$ cat src/smcg_cfg.svh
// Offsets, field positions, reset values and timing counts of the sleep block
`ifndef SMCG_CFG_SVH
`define SMCG_CFG_SVH

// ----------------------------------------------------------------------
// Register byte offsets
// ----------------------------------------------------------------------
`define SMCG_OFF_SLEEP_CTRL 8'h00
`define SMCG_OFF_CORE_CTRL 8'h04
`define SMCG_OFF_IN_DISABLE 8'h08
`define SMCG_OFF_ANALOG_CTRL 8'h0C
`define SMCG_OFF_STATUS 8'h10

// ----------------------------------------------------------------------
// Field positions
// ----------------------------------------------------------------------
`define SMCG_SLP_SE_BIT 0
`define SMCG_SLP_SM_LSB 1
`define SMCG_CORE_JTD_BIT 0
`define SMCG_CORE_AS2_BIT 1
`define SMCG_ANA_ADC_EN_BIT 0
`define SMCG_ANA_COMP_DIS_BIT 1
`define SMCG_ANA_COMP_REF_BIT 2
`define SMCG_ANA_ADC_REF_BIT 3

// ----------------------------------------------------------------------
// Reset values and brown-out fuse off code
// ----------------------------------------------------------------------
`define SMCG_RST_SLEEP_CTRL 4'h0
`define SMCG_RST_CORE_CTRL 2'h0
`define SMCG_RST_IN_DISABLE 16'h0000
`define SMCG_RST_ANALOG_CTRL 4'h0
`define SMCG_BOD_OFF_CODE 3'h7

// ----------------------------------------------------------------------
// Timing counts in hclk cycles
// ----------------------------------------------------------------------
`define SMCG_STARTUP_CYC 5'd16
`define SMCG_STBY_WAKE_CYC 5'd2
`define SMCG_HALT_CYC 5'd4

`endif

$ cat src/smcg_pkg.sv
// Types shared by the sleep-mode clock gating block
package smcg_pkg;

  // Sleep mode select encodings
  typedef enum logic [2:0] {
    SMCG_IDLE    = 3'b000,
    SMCG_ADCNR   = 3'b001,
    SMCG_PWRDOWN = 3'b010,
    SMCG_PWRSAVE = 3'b011,
    SMCG_RSVD4   = 3'b100,
    SMCG_RSVD5   = 3'b101,
    SMCG_STANDBY = 3'b110,
    SMCG_RSVD7   = 3'b111
  } smcg_mode_e;

  // Core power sequencer states
  typedef enum logic [1:0] {
    SMCG_ST_RUN   = 2'b00,
    SMCG_ST_SLEEP = 2'b01,
    SMCG_ST_WAKE  = 2'b10,
    SMCG_ST_HALT  = 2'b11
  } smcg_state_e;

endpackage

$ cat src/smcg_clk_gate.sv
// Glitch-free clock gate for one clock domain
`timescale 1ns/1ps
`default_nettype none

module smcg_clk_gate (
  // Clock and reset
  input wire logic hclk,
  input wire logic hresetn,
  // Enable request from the sequencer
  input wire logic en_req,
  // Gated clock and its enable
  output logic gclk,
  output logic en_q
);

  // Enable moves only while hclk is low, so no runt pulse escapes
  always_ff @(negedge hclk or negedge hresetn) begin
    if (!hresetn) begin
      en_q <= 1'b1;
    end else begin
      en_q <= en_req;
    end
  end

  assign gclk = hclk & en_q;

endmodule
`default_nettype wire

$ cat src/smcg_top.sv
// Sleep-mode sequencer, clock gating and low-power control with AHB-Lite regs
`timescale 1ns/1ps
`default_nettype none
`include "smcg_cfg.svh"

//
// Contract
// - Mode codes: 000 idle, 001 ADC noise, 010/011 down/save, 110 standby.
// - Interrupt wake: halt four cycles after start-up, then run handler.
// - Standby only with code 110 and crystal clock; oscillator keeps running.
// - Standby resumes within six clock cycles of a wake event.
// - Each mode gates its own set of clock domains and oscillators.
// - Async clock, timer oscillator, timer-2 wake outside idle need the async select bit.
// - Deep modes wake only on lines 3..0 or level lines 7..4; TWI always.
// - Enabled ADC stays on in sleep; re-enable makes next conversion extended.
// - Comparator auto-off in sleep except idle and ADC noise modes.
// - Comparator on internal reference keeps reference on in all sleep modes.
// - Reference on only when brown-out, comparator or ADC needs it.
// - Fuse-enabled brown-out detector keeps running in every sleep mode.
// - Enabled watchdog keeps running in every sleep mode.
// - Input buffers off when I/O and ADC clocks stop, wake pins kept.
// - Digital input disable bits kill pin buffers in every mode.
// - Programmed debug fuse keeps main clock source on in sleep while the debug port is enabled.
// - Port disable bit or unprogrammed port fuse disables the debug port.
// - TDO undriven while port enabled and TAP not shifting.
module smcg_top
  import smcg_pkg::*;
(
  // Clock and reset
  input wire logic hclk,
  input wire logic hresetn,
  // AHB-Lite slave
  input wire logic hsel,
  input wire logic [31:0] haddr,
  input wire logic [1:0] htrans,
  input wire logic hwrite,
  input wire logic [2:0] hsize,
  input wire logic [31:0] hwdata,
  input wire logic hready,
  output logic hreadyout,
  output logic hresp,
  output logic [31:0] hrdata,
  // Core side
  input wire logic sleep_instr,
  input wire logic adc_conv_start,
  input wire logic wdt_enable,
  output logic core_halt,
  output logic resume_pulse,
  // Wake request sources, already gated by their enables
  input wire logic [7:0] ext_irq_enable,
  input wire logic [7:0] ext_level_mode,
  input wire logic twi_addr_match,
  input wire logic timer2_irq,
  input wire logic spm_ready_irq,
  input wire logic adc_irq,
  input wire logic other_io_irq,
  // Pins and fuses
  input wire logic [7:0] external_irq_lines,
  input wire logic xtal_clock_opt,
  input wire logic onchip_debug_fuse,
  input wire logic debug_port_enable_fuse,
  input wire logic [2:0] brownout_level_fuses,
  // Debug port
  input wire logic tap_shifting,
  input wire logic tap_tdo_data,
  output logic tdo_o,
  output logic tdo_oe_n,
  output logic jtag_en,
  // Gated clocks and enables
  output logic core_clock,
  output logic program_memory_clock,
  output logic peripheral_clock,
  output logic converter_clock,
  output logic async_timer_clock,
  output logic [4:0] domain_clk_en,
  output logic main_osc_en,
  output logic timer_osc_en,
  // Analogue and supervisor controls
  output logic adc_en,
  output logic adc_extended_conv,
  output logic comp_en,
  output logic vref_en,
  output logic bod_en,
  output logic wdt_run,
  output logic input_buf_en,
  output logic [7:0] wake_buf_en,
  output logic [15:0] pin_dig_in_en
);

  // --------------------------------------------------------------------
  // Pin synchronisers
  // --------------------------------------------------------------------
  logic [13:0] pin_s1_q;
  logic [13:0] pin_s2_q;
  logic [7:0] irq_d_q;
  logic [7:0] irq_pin;
  logic xtal_opt;
  logic ocd_fuse;
  logic port_fuse;
  logic [2:0] bod_fuse;

  // Two flops before any logic reads a pin
  always_ff @(posedge hclk or negedge hresetn) begin
    if (!hresetn) begin
      pin_s1_q <= 14'h3fff;
      pin_s2_q <= 14'h3fff;
      irq_d_q <= 8'hff;
    end else begin
      pin_s1_q <= {brownout_level_fuses, debug_port_enable_fuse,
                   onchip_debug_fuse, xtal_clock_opt, external_irq_lines};
      pin_s2_q <= pin_s1_q;
      irq_d_q <= pin_s2_q[7:0];
    end
  end

  assign irq_pin = pin_s2_q[7:0];
  assign xtal_opt = pin_s2_q[8];
  assign ocd_fuse = pin_s2_q[9];
  assign port_fuse = pin_s2_q[10];
  assign bod_fuse = pin_s2_q[13:11];

  // --------------------------------------------------------------------
  // Register file over AHB-Lite
  // --------------------------------------------------------------------
  logic [3:0] sleep_ctrl_q;
  logic [1:0] core_ctrl_q;
  logic [15:0] in_dis_q;
  logic [3:0] ana_ctrl_q;
  logic wr_pend_q;
  logic rd_wait_q;
  logic [7:0] addr_q;
  logic addr_ph;
  logic [31:0] rd_mux;
  logic [31:0] status_word;
  smcg_state_e state_q;
  smcg_mode_e mode_q;

  assign addr_ph = hsel & htrans[1] & hready;
  assign hreadyout = ~rd_wait_q;
  assign hresp = 1'b0;

  // Address phase capture; reads take one wait state
  always_ff @(posedge hclk or negedge hresetn) begin
    if (!hresetn) begin
      wr_pend_q <= 1'b0;
      rd_wait_q <= 1'b0;
      addr_q <= 8'h00;
    end else begin
      wr_pend_q <= addr_ph & hwrite;
      rd_wait_q <= addr_ph & ~hwrite;
      if (addr_ph) begin
        addr_q <= haddr[7:0];
      end
    end
  end

  // Writes land in the data phase; unmapped offsets are ignored
  always_ff @(posedge hclk or negedge hresetn) begin
    if (!hresetn) begin
      sleep_ctrl_q <= `SMCG_RST_SLEEP_CTRL;
      core_ctrl_q <= `SMCG_RST_CORE_CTRL;
      in_dis_q <= `SMCG_RST_IN_DISABLE;
      ana_ctrl_q <= `SMCG_RST_ANALOG_CTRL;
    end else if (wr_pend_q) begin
      unique case (addr_q)
        `SMCG_OFF_SLEEP_CTRL: sleep_ctrl_q <= hwdata[3:0];
        `SMCG_OFF_CORE_CTRL: core_ctrl_q <= hwdata[1:0];
        `SMCG_OFF_IN_DISABLE: in_dis_q <= hwdata[15:0];
        `SMCG_OFF_ANALOG_CTRL: ana_ctrl_q <= hwdata[3:0];
        default: ;
      endcase
    end
  end

  assign status_word = {23'h00_0000, jtag_en, vref_en, comp_en, main_osc_en,
                        state_q, mode_q};

  // Read mux, zero for unmapped offsets
  always_comb begin
    unique case (addr_q)
      `SMCG_OFF_SLEEP_CTRL: rd_mux = {28'h000_0000, sleep_ctrl_q};
      `SMCG_OFF_CORE_CTRL: rd_mux = {30'h0000_0000, core_ctrl_q};
      `SMCG_OFF_IN_DISABLE: rd_mux = {16'h0000, in_dis_q};
      `SMCG_OFF_ANALOG_CTRL: rd_mux = {28'h000_0000, ana_ctrl_q};
      `SMCG_OFF_STATUS: rd_mux = status_word;
      default: rd_mux = 32'h0000_0000;
    endcase
  end

  // Read data register
  always_ff @(posedge hclk or negedge hresetn) begin
    if (!hresetn) begin
      hrdata <= 32'h0000_0000;
    end else if (rd_wait_q) begin
      hrdata <= rd_mux;
    end
  end

  // --------------------------------------------------------------------
  // Sleep sequencer
  // --------------------------------------------------------------------
  logic sleep_en;
  logic as2;
  smcg_mode_e sm_sel;
  logic mode_ok;
  logic sleep_go;
  logic deep;
  logic [7:0] ext_req;
  logic [7:0] ext_wake_ok;
  logic wake_any;
  logic [4:0] cnt_q;

  assign sleep_en = sleep_ctrl_q[`SMCG_SLP_SE_BIT];
  assign sm_sel = smcg_mode_e'(sleep_ctrl_q[`SMCG_SLP_SM_LSB +: 3]);
  assign as2 = core_ctrl_q[`SMCG_CORE_AS2_BIT];

  // Reserved codes never sleep; standby needs a crystal clock
  always_comb begin
    unique case (sm_sel)
      SMCG_IDLE, SMCG_ADCNR, SMCG_PWRDOWN, SMCG_PWRSAVE: mode_ok = 1'b1;
      SMCG_STANDBY: mode_ok = xtal_opt;
      default: mode_ok = 1'b0;
    endcase
  end

  assign sleep_go = sleep_instr & sleep_en & mode_ok;
  assign deep = (mode_q != SMCG_IDLE);

  // Low level or any edge on an enabled line asks for wake-up
  assign ext_req = ext_irq_enable &
                   ((ext_level_mode & ~irq_pin) |
                    (~ext_level_mode & (irq_pin ^ irq_d_q)));
  // Deep modes: lines 3..0 any kind, lines 7..4 level only
  assign ext_wake_ok = deep ? (ext_req & {ext_level_mode[7:4], 4'hf})
                            : ext_req;

  // Wake sources per mode
  always_comb begin
    wake_any = (|ext_wake_ok) | twi_addr_match;
    unique case (mode_q)
      SMCG_IDLE: wake_any = wake_any | timer2_irq | spm_ready_irq | adc_irq |
                            other_io_irq;
      SMCG_ADCNR: wake_any = wake_any | (timer2_irq & as2) | spm_ready_irq |
                             adc_irq;
      SMCG_PWRSAVE: wake_any = wake_any | (timer2_irq & as2);
      default: wake_any = wake_any;
    endcase
  end

  // State and mode latched at entry
  always_ff @(posedge hclk or negedge hresetn) begin
    if (!hresetn) begin
      state_q <= SMCG_ST_RUN;
      mode_q <= SMCG_IDLE;
      cnt_q <= 5'd0;
    end else begin
      unique case (state_q)
        SMCG_ST_RUN: if (sleep_go) begin
          state_q <= SMCG_ST_SLEEP;
          mode_q <= sm_sel;
        end
        SMCG_ST_SLEEP: if (wake_any) begin
          state_q <= SMCG_ST_WAKE;
          // Standby keeps the oscillator, so only a short restart
          cnt_q <= (mode_q == SMCG_STANDBY) ? `SMCG_STBY_WAKE_CYC - 5'd1
                                            : `SMCG_STARTUP_CYC - 5'd1;
        end
        SMCG_ST_WAKE: if (cnt_q == 5'd0) begin
          state_q <= SMCG_ST_HALT;
          cnt_q <= `SMCG_HALT_CYC - 5'd1;
        end else begin
          cnt_q <= cnt_q - 5'd1;
        end
        SMCG_ST_HALT: if (cnt_q == 5'd0) begin
          state_q <= SMCG_ST_RUN;
        end else begin
          cnt_q <= cnt_q - 5'd1;
        end
      endcase
    end
  end

  assign core_halt = (state_q != SMCG_ST_RUN);
  assign resume_pulse = (state_q == SMCG_ST_HALT) && (cnt_q == 5'd0);

  // --------------------------------------------------------------------
  // Clock domain requests and gates
  // --------------------------------------------------------------------
  logic asleep;
  logic [4:0] dom_req;
  logic dbg_force;

  assign asleep = (state_q == SMCG_ST_SLEEP);
  assign jtag_en = port_fuse & ~core_ctrl_q[`SMCG_CORE_JTD_BIT];
  assign dbg_force = ocd_fuse & jtag_en;

  // Order: cpu, flash, io, adc, async; cpu runs again in the halt window
  always_comb begin
    dom_req = {as2, 4'hf};
    main_osc_en = 1'b1;
    timer_osc_en = as2;
    if (state_q == SMCG_ST_WAKE) begin
      dom_req = {as2, 4'hc};
    end else if (asleep) begin
      unique case (mode_q)
        SMCG_IDLE: dom_req = {as2, 4'hc};
        SMCG_ADCNR: dom_req = {as2, 4'h8};
        SMCG_PWRSAVE: begin
          dom_req = {as2, 4'h0};
          main_osc_en = 1'b0;
        end
        SMCG_STANDBY: dom_req = 5'h00;
        default: begin
          dom_req = 5'h00;
          main_osc_en = 1'b0;
          timer_osc_en = 1'b0;
        end
      endcase
      main_osc_en = main_osc_en | dbg_force;
    end
  end

  // One gate per domain, enable changes while the clock is low
  smcg_clk_gate u_gate_cpu (.hclk(hclk), .hresetn(hresetn),
    .en_req(dom_req[0]), .gclk(core_clock), .en_q(domain_clk_en[0]));
  smcg_clk_gate u_gate_flash (.hclk(hclk), .hresetn(hresetn),
    .en_req(dom_req[1]), .gclk(program_memory_clock),
    .en_q(domain_clk_en[1]));
  smcg_clk_gate u_gate_io (.hclk(hclk), .hresetn(hresetn),
    .en_req(dom_req[2]), .gclk(peripheral_clock), .en_q(domain_clk_en[2]));
  smcg_clk_gate u_gate_adc (.hclk(hclk), .hresetn(hresetn),
    .en_req(dom_req[3]), .gclk(converter_clock), .en_q(domain_clk_en[3]));
  smcg_clk_gate u_gate_asy (.hclk(hclk), .hresetn(hresetn),
    .en_req(dom_req[4]), .gclk(async_timer_clock), .en_q(domain_clk_en[4]));

  // --------------------------------------------------------------------
  // Analogue, supervisor and pin controls
  // --------------------------------------------------------------------
  logic adc_on;
  logic comp_on_req;
  logic comp_ref;
  logic bufs_off;
  logic adc_prev_q;

  assign adc_on = ana_ctrl_q[`SMCG_ANA_ADC_EN_BIT];
  assign comp_on_req = ~ana_ctrl_q[`SMCG_ANA_COMP_DIS_BIT];
  assign comp_ref = comp_on_req & ana_ctrl_q[`SMCG_ANA_COMP_REF_BIT];
  // Input buffers are off only where both io and adc clocks stop
  assign bufs_off = asleep & (mode_q != SMCG_IDLE) & (mode_q != SMCG_ADCNR);

  // Registered controls; sleep never touches the ADC, BOD or watchdog
  always_ff @(posedge hclk or negedge hresetn) begin
    if (!hresetn) begin
      adc_en <= 1'b0;
      comp_en <= 1'b0;
      vref_en <= 1'b0;
      bod_en <= 1'b0;
      wdt_run <= 1'b0;
      input_buf_en <= 1'b1;
      wake_buf_en <= 8'hff;
      pin_dig_in_en <= 16'hffff;
    end else begin
      adc_en <= adc_on;
      comp_en <= comp_on_req & (~bufs_off);
      vref_en <= (bod_fuse != `SMCG_BOD_OFF_CODE) | comp_ref |
                 (adc_on & ana_ctrl_q[`SMCG_ANA_ADC_REF_BIT]);
      bod_en <= (bod_fuse != `SMCG_BOD_OFF_CODE);
      wdt_run <= wdt_enable;
      input_buf_en <= ~bufs_off;
      wake_buf_en <= bufs_off ? (ext_irq_enable &
                                 {ext_level_mode[7:4], 4'hf}) : 8'hff;
      pin_dig_in_en <= ~in_dis_q & {16{~bufs_off}};
    end
  end

  // Off-then-on of the ADC arms an extended conversion; set beats clear
  always_ff @(posedge hclk or negedge hresetn) begin
    if (!hresetn) begin
      adc_prev_q <= 1'b0;
      adc_extended_conv <= 1'b1;
    end else begin
      adc_prev_q <= adc_on;
      if (adc_on & ~adc_prev_q) begin
        adc_extended_conv <= 1'b1;
      end else if (adc_conv_start) begin
        adc_extended_conv <= 1'b0;
      end
    end
  end

  // TDO released unless the port is enabled and shifting; board pull-up holds it high
  always_ff @(posedge hclk or negedge hresetn) begin
    if (!hresetn) begin
      tdo_o <= 1'b0;
      tdo_oe_n <= 1'b1;
    end else begin
      tdo_o <= tap_tdo_data;
      tdo_oe_n <= ~(jtag_en & tap_shifting);
    end
  end
endmodule
`default_nettype wire

$ cat config.mk
export PLATFORM = sky130hd
export DESIGN_NAME = smcg_top
export DESIGN_NICKNAME = d
export VERILOG_FILES = /design/src/smcg_pkg.sv /design/src/smcg_clk_gate.sv /design/src/smcg_top.sv
export VERILOG_INCLUDE_DIRS = /design/src /design/src/src
export SDC_FILE = /design/constraint.sdc
export NUM_CORES = 1
export LEC_CHECK = 0
export BUFFER_PORTS_ARGS = -buffer_cell sky130_fd_sc_hd__buf_2
export CAP_MARGIN = 20
export CELL_PAD_IN_SITES_DETAIL_PLACEMENT = 1
export CELL_PAD_IN_SITES_GLOBAL_PLACEMENT = 2
export CORE_AREA = 5 5 194 102
export CTS_BUF_LIST = sky130_fd_sc_hd__clkbuf_16
export DETAILED_ROUTE_END_ITERATION = 8
export DIE_AREA = 0 0 199 107
export PLACE_DENSITY_LB_ADDON = 0.1
export SLEW_MARGIN = 20
export SYNTH_ARGS = -nofsm -noshare
export SYNTH_HDL_FRONTEND = slang
export SYNTH_SLANG_ARGS = --single-unit
$ cat constraint.sdc
create_clock -name hclk -period 2.4 [get_ports hclk]
set_input_delay 0 -clock hclk [delete_from_list [all_inputs] [get_ports hclk]]
set_output_delay 0 -clock hclk [all_outputs]
set_load 0.01 [all_outputs]
==> results.sh <==
export IMPL_grt_max_degree=108
export IMPL_die_area_um2=21290
export IMPL_async_flop_share=1.000
export IMPL_sw_frac_of_total=0.2831
export IMPL_p_leak_uw=0.003654
export IMPL_regArea_um2=3463
export IMPL_critical_path_arrival_ns=2.69
export IMPL_hold_start="hready"
export IMPL_firstDrtPassIters=5
export IMPL_hold_slack_ns=0.01036
export IMPL_setup_slack_ns=-0.2933
export IMPL_cts_reportedPaths_clkPinSlew_ns=0.06
export IMPL_drcViolationCount=0
export IMPL_dp_slack_ns=-0.03331
export IMPL_area_delta_synth_final_pct=47.28
export IMPL_track_usage=0.1632
export IMPL_fillerInstances=1879
export IMPL_dpl_instance_area_um2=6369
export IMPL_crit_chain="and2_4, clkbuf_16, buf_6"
export IMPL_synth_distinct_cells=58
export IMPL_maxSlewViolCount=0
export IMPL_cts_tree="built"
export IMPL_yosysTopAreaCell="dfstp_2"
export IMPL_viasPerCell=4.454
export IMPL_grt_pass1_vias=4682
export IMPL_hold_viol=0
export IMPL_p_int_uw=6120
export IMPL_grt_overflow=0
export IMPL_core_area_um2=17950
export IMPL_crit_path_start_kind="flip-flop"
export IMPL_initial_core_util=0.3020
export IMPL_drt_initial_drc_count=160
export IMPL_synth_area_um2=5423
export IMPL_p_seq_frac=0.344
export IMPL_setup_viol=14
export IMPL_fin_skew_ns=0.05274
export IMPL_worstSkewPairLatency_ns=0.57
export IMPL_drt_total_wl_um=16380
export IMPL_globalplace_congestion=0.7551
export IMPL_cpPeakStageDelay_ns=0.54
export IMPL_crit_type="flip-flop to output pin"
export IMPL_r2r_start="state_q[0]"
export IMPL_fp_dieW_um=199
export IMPL_io_pin_count=196
export IMPL_synth_seq_cells=135
export IMPL_p_per_area_nw_per_um2=1069
export IMPL_multi_input_area_um2=1728
export IMPL_final_area_um2=7986
export IMPL_hold_path_class="input pin to flip-flop"
export IMPL_slowest_stage="dfstp_2"
export IMPL_violations="setup timing"
export IMPL_yosysSeqAreaShare=0.6384
export IMPL_worst_setup_path_end_kind="output pin"
export IMPL_yosysTopAreaCellShare=0.3246
export IMPL_syn_inst=419
export IMPL_antenna_found_initial=0
export IMPL_startpoint="u_gate_cpu.en_q"
export IMPL_place_inst=791
export IMPL_num_vias=4022
export IMPL_synth_ff_type="dfrtp_1"
export IMPL_ant_nets=0
export IMPL_slew_headroom=0.5979
export IMPL_io_buffers=134
export IMPL_hpwl_um=11210
export IMPL_stdcell_count=903
export IMPL_die_h_um=107
export IMPL_row_count=35
export IMPL_synth_avg_cell_area_um2=12.94
export IMPL_antenna_cells=0
export IMPL_clkPwrFrac=0.454
export IMPL_required_ns=2.40
export IMPL_rsz0062_at_grt="true"
export IMPL_grt_pass1_wl_um=25880
export IMPL_pwr_share_comb=0.202
export IMPL_yosysWarnings=0
export IMPL_tightest_slew_ns=0.6032
export IMPL_drive_above_1_share=0.4842
export IMPL_p_sw_uw=2417
export IMPL_ys_top_cells_by_area="dfstp_2 32%, dfrtp_1 31%, mux2_2 6.0%"
export IMPL_crit_path_max_fanout=2
export IMPL_status="complete, but fails checks"
export IMPL_wl_per_cell_um=18.14
export IMPL_ir_drop_mv=0.8293
export IMPL_finalNetCount=768
export IMPL_synth_edff_count=0
export IMPL_maxCapViolCount=0
==> flip-flops by register name, indices dropped and copies added (netlist names), 2 cells and up <==
signal / count
hrdata: 16
in_dis_q: 16
pin_dig_in_en: 16
pin_s1_q: 14
pin_s2_q: 14
addr_q: 8
irq_d_q: 8
wake_buf_en: 8
cnt_q: 5
ana_ctrl_q: 4
sleep_ctrl_q: 4
mode_q: 3
core_ctrl_q: 2
state_q: 2
==> what timing repair did <==
item,in CTS,in global routing
buffers inserted,1,7
resized for setup,10,16
pin swaps,3,1
setup endpoints to repair,15,28
hold buffers,58,0
endpoints found under the hold margin,154,0
==> through the flow <==
step	setup TNS [ns]	util	total power, µW
floorplan	0	-	3928
finish	-1.676	0.4448	8538
CTS	-1.442	0.4390	8494
global placement	0	0.3547	4555
detailed placement	-0.03331	0.3547	4618
global route	-2.097	0.4448	9008
==> final cells by class <==
type	instances	share of cell area
sequential	135	0.4337
multi-input combinational	244	0.2164
timing repair buffer	213	0.1861
clock buffer	32	0.09165
tap	240	0.03760
clock inverter	20	0.02569
inverter	19	0.008930
==> synth_stat cells (all sizes together), types with 2 or more instances <==
cell type	number
dfrtp	68
dfstp	67
mux2	39
nor2	38
buf	28
inv	19
o21ai	17
nand2	16
nand3	14
nand2b	9
nor3	9
a21oi	8
a22oi	8
clkbuf	8
and2	7
ha	5
o2bb2ai	5
nor2b	4
xnor2	4
a21o	3
nand4	3
o22ai	3
or3	3
a221o	2
a222oi	2
a22o	2
a31oi	2
mux2i	2
or3b	2
or4	2
==> per-layer routing <==
layer  track usage  wire length (µm)
met1        0.2247              7983
met2        0.2259              7281
met3       0.06876               984
met4       0.06439               126
met5             0                 0
==> placed cells by master, fill, tap and decap left out, types with 4 or more instances in the layout <==
master         synthesis  routed
buf_2                  2     123
dfstp_2               67      67
dfrtp_1               68      67
dlygate4sd3_1          0      58
nor2_1                38      38
mux2_2                29      29
clkbuf_16              0      27
inv_1                 19      24
buf_4                 25      21
conb_1                 1      17
nand2_1               15      15
buf_6                  1      15
o21ai_0               15      14
nand3_1               14      14
nand2b_1               9       9
mux2_4                 9       9
a21oi_1                8       8
a22oi_1                8       8
nor3_1                 6       6
o2bb2ai_1              5       5
and2_4                 0       4
xnor2_1                4       4
ha_1                   5       4
bufinv_16              0       4
==> cell families after synthesis <==
group,Yosys count,share of synthesized area
and+or+nand+nor,115,0.1112
xor gates and xnor gates,4,0.006460
muxes,41,0.09091
AOI/OAI and AO/OA,62,0.08284
buffers and inverters,56,0.05791
DFF,135,0.6384
adders and majority gates,5,0.01154
other,1,0.0006915
==> path summary, 6_finish.rpt <==
path                                        end  slack, ns  depth (start not counted)
worst max-delay path                 core_clock      -0.29                          3
worst min-delay path                  wr_pend_q       0.01                          3
worst max register to register  u_gate_asy.en_q       0.06                          5
worst min register to register      pin_s2_q[3]       0.35                          0
max in group asynchronous       u_gate_asy.en_q       1.05                          2
min in group asynchronous           pin_s2_q[4]       0.16                          2
==> power by group through the flow <==
stage / clock [µW] / combinational (µW) / sequential (µW)
after CTS: 3910 / 1650 / 2940
after floorplan: 108 / 855 / 2960
after detailed placement: 140 / 1510 / 2970
after global routing: 4130 / 1900 / 2980
final: 3880 / 1720 / 2940
after global placement: 140 / 1470 / 2950
==> critical path, delay by kind of cell (launching register included) <==
| family | cells | cell delay [ns] |
|---|---|---|
| buf+inv | 2 | 0.21 |
| flops | 1 | 0.54 |
| simple gates | 1 | 0.17 |
No activity file was read; power rests on OpenSTA's default activity.
